`config.mk`:
```
export PLATFORM = sky130hd
export DESIGN_NAME = otu_train
export DESIGN_NICKNAME = d
export VERILOG_FILES = /design/src/otu_sync.v /design/src/otu_period_decode.v /design/src/otu_train.v
export VERILOG_INCLUDE_DIRS = /design/src
export SDC_FILE = /design/constraint.sdc
export NUM_CORES = 1
export LEC_CHECK = 0
export BUFFER_PORTS_ARGS = -buffer_cell sky130_fd_sc_hd__buf_2
export CORE_ASPECT_RATIO = 0.8
export CORE_UTILIZATION = 50
export DETAILED_ROUTE_END_ITERATION = 12
export PLACE_DENSITY = 0.78
export SLEW_MARGIN = 10
export SYNTH_ARGS = -nofsm -noshare
export SYNTH_HDL_FRONTEND = slang
export SYNTH_SLANG_ARGS = --single-unit
```
`constraint.sdc`:
```
create_clock -name ref_clk -period 4.9 [get_ports ref_clk]
set_input_delay 0.98 -clock ref_clk [delete_from_list [all_inputs] [get_ports ref_clk]]
set_output_delay 0.98 -clock ref_clk [all_outputs]
set_load 0.005 [all_outputs]
```
`src/otu_defines.vh`:
```
/*
 * Constants of the oscillator training unit: command periods, window
 * length, error counter limits and training thresholds.
 * Assumes a 200 MHz ref_clk; included by bare name.
 */
`ifndef OTU_DEFINES_VH
`define OTU_DEFINES_VH

// Clock rate and measurement window
`define OTU_CLK_MHZ        200
`define OTU_WINDOW_US      4000
`define OTU_NOMINAL_CYCLES (`OTU_WINDOW_US * `OTU_CLK_MHZ)

// Command-response period codes and their lengths in microseconds
`define OTU_CMD_P500       2'h0
`define OTU_CMD_P1000      2'h1
`define OTU_CMD_P2000      2'h2
`define OTU_CMD_P4000      2'h3

// Periodic-collection period codes, all accepted
`define OTU_PER_P500       3'h0
`define OTU_PER_P666       3'h1
`define OTU_PER_P1000      3'h2
`define OTU_PER_P1333      3'h3
`define OTU_PER_P2000      3'h4
`define OTU_PER_P4000      3'h5

// Error filter limits
`define OTU_ERR_FLAG       7'h40
`define OTU_ERR_MAX        7'h7f
`define OTU_ERR_MIN        7'h00

// Training defaults, in reference cycles, trim codes and microseconds
`define OTU_WIN_CYCLES     32'd16000
`define OTU_ADJ_CYCLES     32'd800
`define OTU_TRIM_FACTORY   8'h80
`define OTU_TRIM_STEP      8'h01
`define OTU_BLOCK_US       100

`endif

```
`src/otu_sync.v`:
```
/*
 * Three-flop synchroniser for one pin-level input; a change is passed on
 * once the second and third flops agree.
 * Assumes ref_clk and a synchronous active-high reset.
 */
module otu_sync (
	input  wire ref_clk,
	input  wire srst,
	input  wire din,
	output reg  dout
);
	reg s1;
	reg s2;
	reg s3;

	// Shift chain; dout follows only on agreement
	always @(posedge ref_clk) begin
		if (srst) begin
			s1   <= 1'b0;
			s2   <= 1'b0;
			s3   <= 1'b0;
			dout <= 1'b0;
		end else begin
			s1 <= din;
			s2 <= s1;
			s3 <= s2;
			if (s2 == s3)
				dout <= s3;
		end
	end
endmodule // otu_sync

```
`src/otu_period_decode.v`:
```
/*
 * Turns the programmed command period into the number of command periods
 * per measurement window, and reports whether the code may be trained on.
 * Pure combinational; inputs are stable configuration bits.
 */
`include "otu_defines.vh"
module otu_period_decode (
	input  wire       periodic_mode,
	input  wire [1:0] command_period_field,
	input  wire [2:0] periodic_period_field,
	output reg  [3:0] periods_per_window,
	output reg        period_ok
);
	// Periods that fit in the window, per mode and code
	always @* begin
		periods_per_window = 4'h8;
		period_ok          = 1'b1;
		if (periodic_mode) begin
			case (periodic_period_field)
				`OTU_PER_P500:   periods_per_window = 4'h8;
				`OTU_PER_P666:   periods_per_window = 4'h6;
				`OTU_PER_P1000:  periods_per_window = 4'h4;
				`OTU_PER_P1333:  periods_per_window = 4'h3;
				`OTU_PER_P2000:  periods_per_window = 4'h2;
				`OTU_PER_P4000:  periods_per_window = 4'h1;
				default:         periods_per_window = 4'h1;
			endcase
		end else begin
			case (command_period_field)
				`OTU_CMD_P500:  periods_per_window = 4'h8;
				`OTU_CMD_P1000: periods_per_window = 4'h4;
				`OTU_CMD_P2000: periods_per_window = 4'h2;
				`OTU_CMD_P4000: periods_per_window = 4'h1;
				default: begin
					periods_per_window = 4'h1;
					period_ok          = 1'b0;
				end
			endcase
		end
	end
endmodule // otu_period_decode

```
`src/otu_train.v`:
```
/*
 * Oscillator training unit. Measures reference cycles across a 4 ms
 * window of master command periods, steps the oscillator trim code, and
 * filters window results into a training-failure flag.
 * Assumes command_strobe is a pin-level pulse at each command start and
 * command_block_end a same-clock pulse at the end of command blocking.
 * The strobe passes a three-flop filter, so a pulse must stand for at
 * least two ref_clk cycles to be seen; every start is seen four edges
 * late, and that constant delay cancels out of the measured count.
 * A strobe that arrives before the blocking end of the closing command
 * is not counted, so command periods must outlast the blocking time.
 * Configuration inputs are expected to change only while training is off.
 * The cycle counter saturates in ST_COUNT but not in ST_APPLY, so a master
 * stalled before its closing strobe never wraps a count back into the training window.
 */
`include "otu_defines.vh"
module otu_train #(
	parameter [31:0] NOMINAL_CYCLES = `OTU_NOMINAL_CYCLES,
	parameter [31:0] WIN_CYCLES     = `OTU_WIN_CYCLES,
	parameter [31:0] ADJ_CYCLES     = `OTU_ADJ_CYCLES,
	parameter [7:0]  TRIM_FACTORY   = `OTU_TRIM_FACTORY,
	parameter [7:0]  TRIM_STEP      = `OTU_TRIM_STEP
) (
	input  wire       ref_clk,
	input  wire       srst,
	input  wire       train_enable_bit,
	input  wire       train_revert_bit,
	input  wire       periodic_mode,
	input  wire [1:0] command_period_field,
	input  wire [2:0] periodic_period_field,
	input  wire       command_strobe,
	input  wire       command_block_end,
	output reg  [7:0] osc_trim,
	output reg        train_fail_flag,
	output reg  [6:0] error_count,
	output reg [31:0] measured_cycle_count
);
	// States of the measurement sequencer
	localparam [1:0] ST_IDLE  = 2'h0;
	localparam [1:0] ST_ARM   = 2'h1;
	localparam [1:0] ST_COUNT = 2'h2;
	localparam [1:0] ST_APPLY = 2'h3;

	wire        strobe_sync;
	reg         strobe_prev;
	wire        strobe_rise;
	wire [3:0]  periods_per_window;
	wire        period_ok;
	wire        train_ok;
	reg  [1:0]  state;
	reg  [31:0] cycle_count;
	reg  [3:0]  period_count;
	reg         started;
	reg         in_window;
	reg  [7:0]  next_trim;
	reg  [6:0]  next_error_count;
	reg  [1:0]  next_state;
	reg  [31:0] next_cycle_count;
	reg  [3:0]  next_period_count;
	reg  [31:0] next_measured;
	reg         next_started;
	wire        window_close;
	wire        apply_now;
	wire        revert_now;
	wire        period_fault;
	wire        filter_fault;

	// Command strobe from the bus pin
	otu_sync u_sync (
		.ref_clk (ref_clk),
		.srst    (srst),
		.din     (command_strobe),
		.dout    (strobe_sync)
	);

	// Window length in command periods for the active mode
	otu_period_decode u_dec (
		.periodic_mode         (periodic_mode),
		.command_period_field  (command_period_field),
		.periodic_period_field (periodic_period_field),
		.periods_per_window    (periods_per_window),
		.period_ok             (period_ok)
	);

	// Edge of the synchronised strobe
	always @(posedge ref_clk) begin
		if (srst)
			strobe_prev <= 1'b0;
		else
			strobe_prev <= strobe_sync;
	end
	assign strobe_rise = strobe_sync & ~strobe_prev;

	// Training allowed in this mode with this period
	assign train_ok = train_enable_bit & (periodic_mode | period_ok);

	// True when value plus margin still falls short of target
	function below_by;
		input [31:0] value;
		input [31:0] target;
		input [31:0] margin;
		below_by = ({1'b0, value} + {1'b0, margin}) < {1'b0, target};
	endfunction

	// True when value lies beyond target plus margin
	function above_by;
		input [31:0] value;
		input [31:0] target;
		input [31:0] margin;
		above_by = {1'b0, value} > ({1'b0, target} + {1'b0, margin});
	endfunction

	// Saturating up/down step of the error filter
	function [6:0] err_step;
		input [6:0] count;
		input       count_up;
		if (count_up && count != `OTU_ERR_MAX)
			err_step = count + 7'h01;
		else if (!count_up && count != `OTU_ERR_MIN)
			err_step = count - 7'h01;
		else
			err_step = count;
	endfunction

	// Window judgement, next trim and next filter value
	always @* begin
		in_window = !below_by(measured_cycle_count, NOMINAL_CYCLES,
			WIN_CYCLES) && !above_by(measured_cycle_count,
			NOMINAL_CYCLES, WIN_CYCLES);
		next_trim = osc_trim;
		if (above_by(measured_cycle_count, NOMINAL_CYCLES, ADJ_CYCLES))
			next_trim = osc_trim - TRIM_STEP;
		else if (below_by(measured_cycle_count, NOMINAL_CYCLES,
				ADJ_CYCLES))
			next_trim = osc_trim + TRIM_STEP;
		next_error_count = err_step(error_count, ~in_window);
	end

	// Closing strobe, blocking end and revert events
	assign window_close = strobe_rise &&
		(period_count + 4'h1 >= periods_per_window);
	assign apply_now    = (state == ST_APPLY) && command_block_end &&
		train_ok;
	assign revert_now   = !train_enable_bit && started && train_revert_bit;

	// Next state and counters of the measurement sequencer
	always @* begin
		next_state        = state;
		next_cycle_count  = cycle_count;
		next_period_count = period_count;
		next_measured     = measured_cycle_count;
		next_started      = started;
		if (!train_ok) begin
			next_state        = ST_IDLE;
			next_cycle_count  = 32'h0000_0000;
			next_period_count = 4'h0;
			if (revert_now)
				next_started = 1'b0;
		end else begin
			case (state)
				ST_IDLE: begin
					next_state = ST_ARM;
				end
				ST_ARM: begin
					if (strobe_rise) begin
						next_state        = ST_COUNT;
						next_cycle_count  = 32'h0000_0001;
						next_period_count = 4'h0;
						next_started      = 1'b1;
					end
				end
				ST_COUNT: begin
					// Saturate so a stalled master cannot wrap the count
					if (cycle_count != 32'hffff_ffff)
						next_cycle_count = cycle_count + 32'h0000_0001;
					if (strobe_rise)
						next_period_count = period_count + 4'h1;
					if (window_close) begin
						next_measured = cycle_count;
						next_state    = ST_APPLY;
					end
				end
				ST_APPLY: begin
					// Next window already runs from the closing strobe
					next_cycle_count  = cycle_count + 32'h0000_0001;
					next_period_count = 4'h0;
					if (command_block_end) begin
						// Keep the cycles seen since the closing strobe
						next_cycle_count = cycle_count -
							measured_cycle_count + 32'h0000_0001;
						next_state       = ST_COUNT;
					end
				end
				default: begin
					next_state = ST_IDLE;
				end
			endcase
		end
	end

	// Sequencer registers
	always @(posedge ref_clk) begin
		if (srst) begin
			state                <= ST_IDLE;
			cycle_count          <= 32'h0000_0000;
			period_count         <= 4'h0;
			measured_cycle_count <= 32'h0000_0000;
			started              <= 1'b0;
		end else begin
			state                <= next_state;
			cycle_count          <= next_cycle_count;
			period_count         <= next_period_count;
			measured_cycle_count <= next_measured;
			started              <= next_started;
		end
	end

	// Trim register: steps at blocking end, factory value on revert
	always @(posedge ref_clk) begin
		if (srst)
			osc_trim <= TRIM_FACTORY;
		else if (revert_now)
			osc_trim <= TRIM_FACTORY;
		else if (apply_now && in_window)
			osc_trim <= next_trim;
	end // Holds otherwise

	// Error filter: one step per judged window
	always @(posedge ref_clk) begin
		if (srst)
			error_count <= `OTU_ERR_MIN;
		else if (apply_now)
			error_count <= next_error_count;
	end

	// Failure causes: unusable command period, or filter at or above OTU_ERR_FLAG
	assign period_fault = train_enable_bit & ~periodic_mode &
		~period_ok;
	assign filter_fault = train_enable_bit &
		(error_count >= `OTU_ERR_FLAG);

	// Failure flag from period check or error filter
	always @(posedge ref_clk) begin
		if (srst)
			train_fail_flag <= 1'b0;
		else
			train_fail_flag <= period_fault | filter_fault;
	end
endmodule // otu_train

```
Yosys cells after proc, flatten, opt, wreduce, memory -nomap -nowiden
Cells that the tools add are included. W data, S select, Z words.

Register bits: 92. Bits of input ports: 12. Output and inout bits: 48. Word-level logic and storage cells: 105.

Add/sub/neg operators: 10. Order comparisons: 6. Eq/ne operators: 20. Mux-type cells: 22. Bitwise gates (word level): 5. Reduce and logical (&&, ||, !) cells: 29.

Operators by type and width (number): $mux W32 (3); $pmux W32 S3 (1); $lt A33 B20 Y1 const B (2); $add A32 B1 Y32 const B (2); $gt A32 B20 Y1 const B (2); $add A32 B10 Y33 const B (1); $add A32 B14 Y33 const B (1); $ne A32 B32 Y1 const B (1); $sub A32 B32 Y32 (1); $pmux W4 S5 (1); $mux W8 (2); $pmux W4 S4 (1); $reduce_and A3 Y1 (5); $mux W7 (2); $mux W4 (3); $pmux W4 S3 (1); $ne A2 B2 Y1 const B (5); $logic_and A1 B1 Y1 (9); $add A8 B1 Y8 const B (1); $eq A2 B2 Y1 const B (4); $pmux W2 S4 (1); $sub A8 B1 Y8 const B (1); $add A7 B1 Y7 const B (1); $ge A7 B7 Y1 const B (1); other kinds (22) (40).

Longest topological paths before layout
Word-level depth: 8. Mapped depth: 20. Gate-level depth less buffers: 19.

Cells and area by module
From an unflattened synthesis, not the netlist that was laid out.

Cells, all modules: 1081. Area total of the unflattened synthesis: 8000.2 um^2.

Modules (own cells, without submodules): otu_train (instances 1, cells an instance 1053, area each 7787.5 um^2, sequential area each 1761.7 um^2); otu_sync (instances 1, cells an instance 10, area each 112.6 um^2, sequential area each 80.1 um^2); otu_period_decode (instances 1, cells an instance 18, area each 100.1 um^2, sequential area each 0.0 um^2).

Worst setup path after synthesis
Ideal clock, no wire load.

Path type: register to register. From: register measured_cycle_count[7]. To: register error_count[6]. Library setup time: 128 ps. Data arrival time: 3760 ps. Required time: 4772 ps. Path slack: 1012 ps. Cell stages (with the launch flop): 20. Path buffers: 1. Period minus slack after synthesis: 3888 ps. Cell sequence: dfxtp_1 > buf_2 > inv_1 > ha_1 > o211ai_1 > o31ai_1 > a211oi_1 > nor3_1 > o211ai_1 > a41oi_4 > nand2b_1 > fa_1 > a21o_1 > a21oi_1 > nor2b_1 > o21ai_0 > nand3_1 > mux2i_1 > xnor2_1 > nor2_1.

Cells in the longest elaborated chain, start to end: 8. Elaborated cells between the ends (all ways): 12. Classes of those cells: add/sub (1); order compare (2); mux (1); bitwise (1); reduce/logical (7).

RTL lines: from (decl) (line otu_train.v:36) `output reg [31:0] measured_cycle_count`; from (signal assigned) (line otu_train.v:213) `measured_cycle_count <= next_measured;`; $add A32 B14 Y33 (line otu_train.v:102) `below_by = ({1'b0, value} + {1'b0, margin}) < {1'b0, target};`; $lt A33 B20 Y1 (line otu_train.v:102); $logic_not A1 Y1 (line otu_train.v:127) `in_window = !below_by(measured_cycle_count, NOMINAL_CYCLES,`; $logic_and A1 B1 Y1 * (line otu_train.v:128) `WIN_CYCLES) && !above_by(measured_cycle_count,`; $not A1 Y1 (line otu_train.v:136) `next_error_count = err_step(error_count, ~in_window);`; $logic_and A1 B1 Y1 (no source line); $reduce_bool A2 Y1 (no source line); $reduce_and A2 Y1 (no source line); to (signal assigned) (line otu_train.v:231) `` error_count <= `OTU_ERR_MIN; ``; to (signal assigned) (line otu_train.v:233) `error_count <= next_error_count;`; to (decl) (line otu_train.v:35) `output reg [6:0] error_count,`.

Mark *: on every way between the ends. The rest lies on a longest branch, timed or not. A chain may end at the register's enable or synchronous reset.

Final worst setup path
Same ends and word-level chain as after synthesis.

==> reports/qor.log <==
[yosys] biggest area consumer among synthesized cells dfxtp_1
[clocking] cts repair resizes 0
[global_route] largest net degree at the start of global routing 49
[worst_setup_path] start-to-end type of the worst setup path reg -> reg
[clocking] Longest Clk Path Bufs 2
[cells_and_area] storage element area 1840 um^2
[floorplan] number of ports placed on the die boundary 60
[worst_setup_path] crit path launch type flop
[yosys] top area cells in the synthesized netlist dfxtp_1, ha_1, mux2i_1, a21oi_1, nor2_1
[clocking] CTS clock-pin slew for the worst setup and hold paths 70 ps
[cells_and_area] multi-input logic area 5760 um^2
[worst_setup_path] data arrival time of the critical path 4700 ps
[global_route] grt ovf 0
[yosys] sequential share of the synthesized area 23.1%
[floorplan] starting utilization of the core area 52.1%
[clocking] clock buffer count from CTS 9
[timing] Max-Slew Margin vs Limit 35.2%
[routing] Final ANT Viol Nets 0
[yosys] number of enable flip-flop cells after synthesis 0
[yosys] share of synthesized registers carrying an async set or reset 0%
[timing] Sum Neg Setup Slack 0 ps
[power_and_ir_drop] static leakage power 3.56 nW
[cells_and_area] non-filler instance count after layout 1265
[timing] setup repair after global routing missed its margin no
[timing] minimum period implied by the final worst setup slack 4490 ps
[placed_design] Port Buffers 59
[routing] Initial DRT Pass Iterations 5
[routing] final routed wire length divided by cell count 16.8 um
[yosys] Yosys Warn Count 0
[floorplan] core box area 15300 um^2
[timing] Slew Viols, Final 0
[yosys] Post-Synthesis Net Count 1118
[timing] fmax 223 MHz
[yosys] dominant synthesized flop cell dfxtp_1
[cells_and_area] Antenna Diode Count 0
[global_route] via count of the first global-routing pass 6783
[floorplan] cell row count 40
[clocking] post-CTS setup-driven buffer insertion count 0
[worst_setup_path] Req. time, crit path 5110 ps
[worst_setup_path] category of the worst setup path capture point flop
[clocking] clock latency reported for the late side of the worst-skew pair 360 ps
[yosys] synth cell count leaders nor2_1, dfxtp_1, ha_1
[global_route] Total Routing Usage GR 26.8%
[timing] period utilization 91.7%
[yosys] most numerous cell in the Yosys netlist nor2_1
[power_and_ir_drop] maximum ir drop on the vdd rail 0.176 mV
[placed_design] weighted congestion at the end of routability-driven global placement 0.940
[hold_path] worst hold-check path type reg -> reg
[cells_and_area] filler cell count in the final layout 1456
[floorplan] area enclosed by the die boundary 16500 um^2
[yosys] synthesized area 7980 um^2
[cells_and_area] layout-stage area growth over the synthesis result 9.01%
[global_route] initial antenna violation count 1
[yosys] post-synth top area share 23.1%
[flow_run] Max Cap Violations 0
[global_route] global-route wire length before repair 34.9 mm
[routing] post-DR vias/cell 6.13
[clocking] clock tree from TritonCTS yes
[cells_and_area] final-stage net count 1147
[clocking] CTS H-Tree Depth 3
[clocking] clk sinks 92
[floorplan] DIE HEIGHT 115 um
[placed_design] number of placed instances with taps included 1249
[timing] Clock Skew 4.77 ps
[timing] Final setup viols 0
[outcome] run status finished, final reports clean
[worst_setup_path] CP Max Fanout 14
[routing] final wirelength 21.3 mm
[placed_design] HPWL after DPL 15.7 mm
[routing] count of routing violations after the opening detailed-route iteration 705
[clocking] # hold bufs at CTS 0
[timing] final hold violation count 0
[routing] number of remaining DRC errors 0
[yosys] number of distinct standard cells referenced by the synthesized netlist 78
[power_and_ir_drop] power density cells 171 nW/um^2
[yosys] Avg Inst Size Synth 7.82 um^2
[clocking] Root Buffer clkbuf_16
[yosys] cells after synthesis 1021
[routing] overall via count from detail_route 7752
[timing] transition time at the pin with the least slew margin 973 ps
[yosys] #FFs+latches synth 92
[floorplan] die extent in x 143 um
[cells_and_area] fraction of layout instances using a drive strength above 1 10.2%
flip-flops by register name (all words and copies together) (netlist names):
name	cells
error_count	7
u_sync.s2	1
period_count	4
train_fail_flag	1
state	2
osc_trim	8
u_sync.s1	1
measured_cycle_count	32
started	1
cycle_count	32
u_sync.s3	1
strobe_prev	1
u_sync.dout	1
metrics by stage:
stage	hold WS [ps]	worst slack, ps	area, um^2	utilization, %	power, mW
after CTS	452	447	8700	56.8	1.50
after floorplan	414	1010	7980	-	0.793
after detailed placement	429	483	8410	54.9	0.808
final	451	408	8700	56.8	1.49
after global placement	419	638	8410	54.9	0.807
after global routing	463	36.8	8700	56.8	1.54
routing by layer:
metal / global-route usage, % / share of wire (%)
met1: 39.6 / 50
met2: 39.2 / 42
met3: 6.00 / 7.2
met4: 5.89 / 1.2
met5: 0 / 0.061
cells in the final DEF, fill, tap and decap left out, types with 8 or more instances in the layout:
cell type	n
nor3_1	37
and2_1	10
buf_2	59
a211oi_1	9
nor2b_1	10
a21o_1	24
dfxtp_1	92
buf_4	11
a21oi_1	80
and3_1	17
a31oi_1	15
clkbuf_16	9
inv_1	46
nand2b_1	18
o21ai_0	54
o211ai_1	8
a22oi_1	9
ha_1	82
nor4_1	8
mux2i_1	50
nand2_1	73
xnor2_1	34
xor2_1	19
nand4_1	17
nand3_1	38
nor2_1	104
cells by family (layout without fill, tap and decap cells):
logic type	count (synthesis)	after routing	share of synthesized area, %
buf+inv	99	133	4.92
simple gates	370	370	23.4
fa+ha+maj	85	85	13.6
mux	56	56	7.30
compound gates	266	266	21.9
xor+xnor	53	53	5.81
flops	92	92	23.1
final timing paths:
check,slack (ps),from,end,depth (start not counted)
worst max-delay path,410,measured_cycle_count[7],error_count[6],17
worst min-delay path,450,u_sync.s1,u_sync.s2,1
worst max register to register,410,measured_cycle_count[7],error_count[6],17
worst min register to register,450,u_sync.s1,u_sync.s2,1
layout make-up:
type,instances,share of cell area [%]
multi-input cells,830,66.1
inverters,47,2.03
flip-flops and latches,92,21.2
well taps,210,3.02
clock buffers,12,2.95
repair buffers,70,4.34
clock inverters,4,0.374
critical path: stages, from the launching register on:
cell and delay (ps):
dfxtp_1 640, ha_1 380, nor4_2 100, a211oi_2 390, xnor2_1 160, nand3_1 130, nor4_4 360, a41oi_4 190
nand2b_1 330, fa_1 470, a21o_1 180, a21oi_1 240, nor2b_1 70, o21ai_0 220, nand3_1 110, mux2i_1 190
xnor2_1 140, nor2_1 50
power breakdown:
part | internal, mW | total (mW) | switching (mW)
clock | 0.375 | 0.700 | 0.324
combinational | 0.0125 | 0.0397 | 0.0271
sequential | 0.749 | 0.751 | 0.00201
Power figures use the tool's default switching activity.
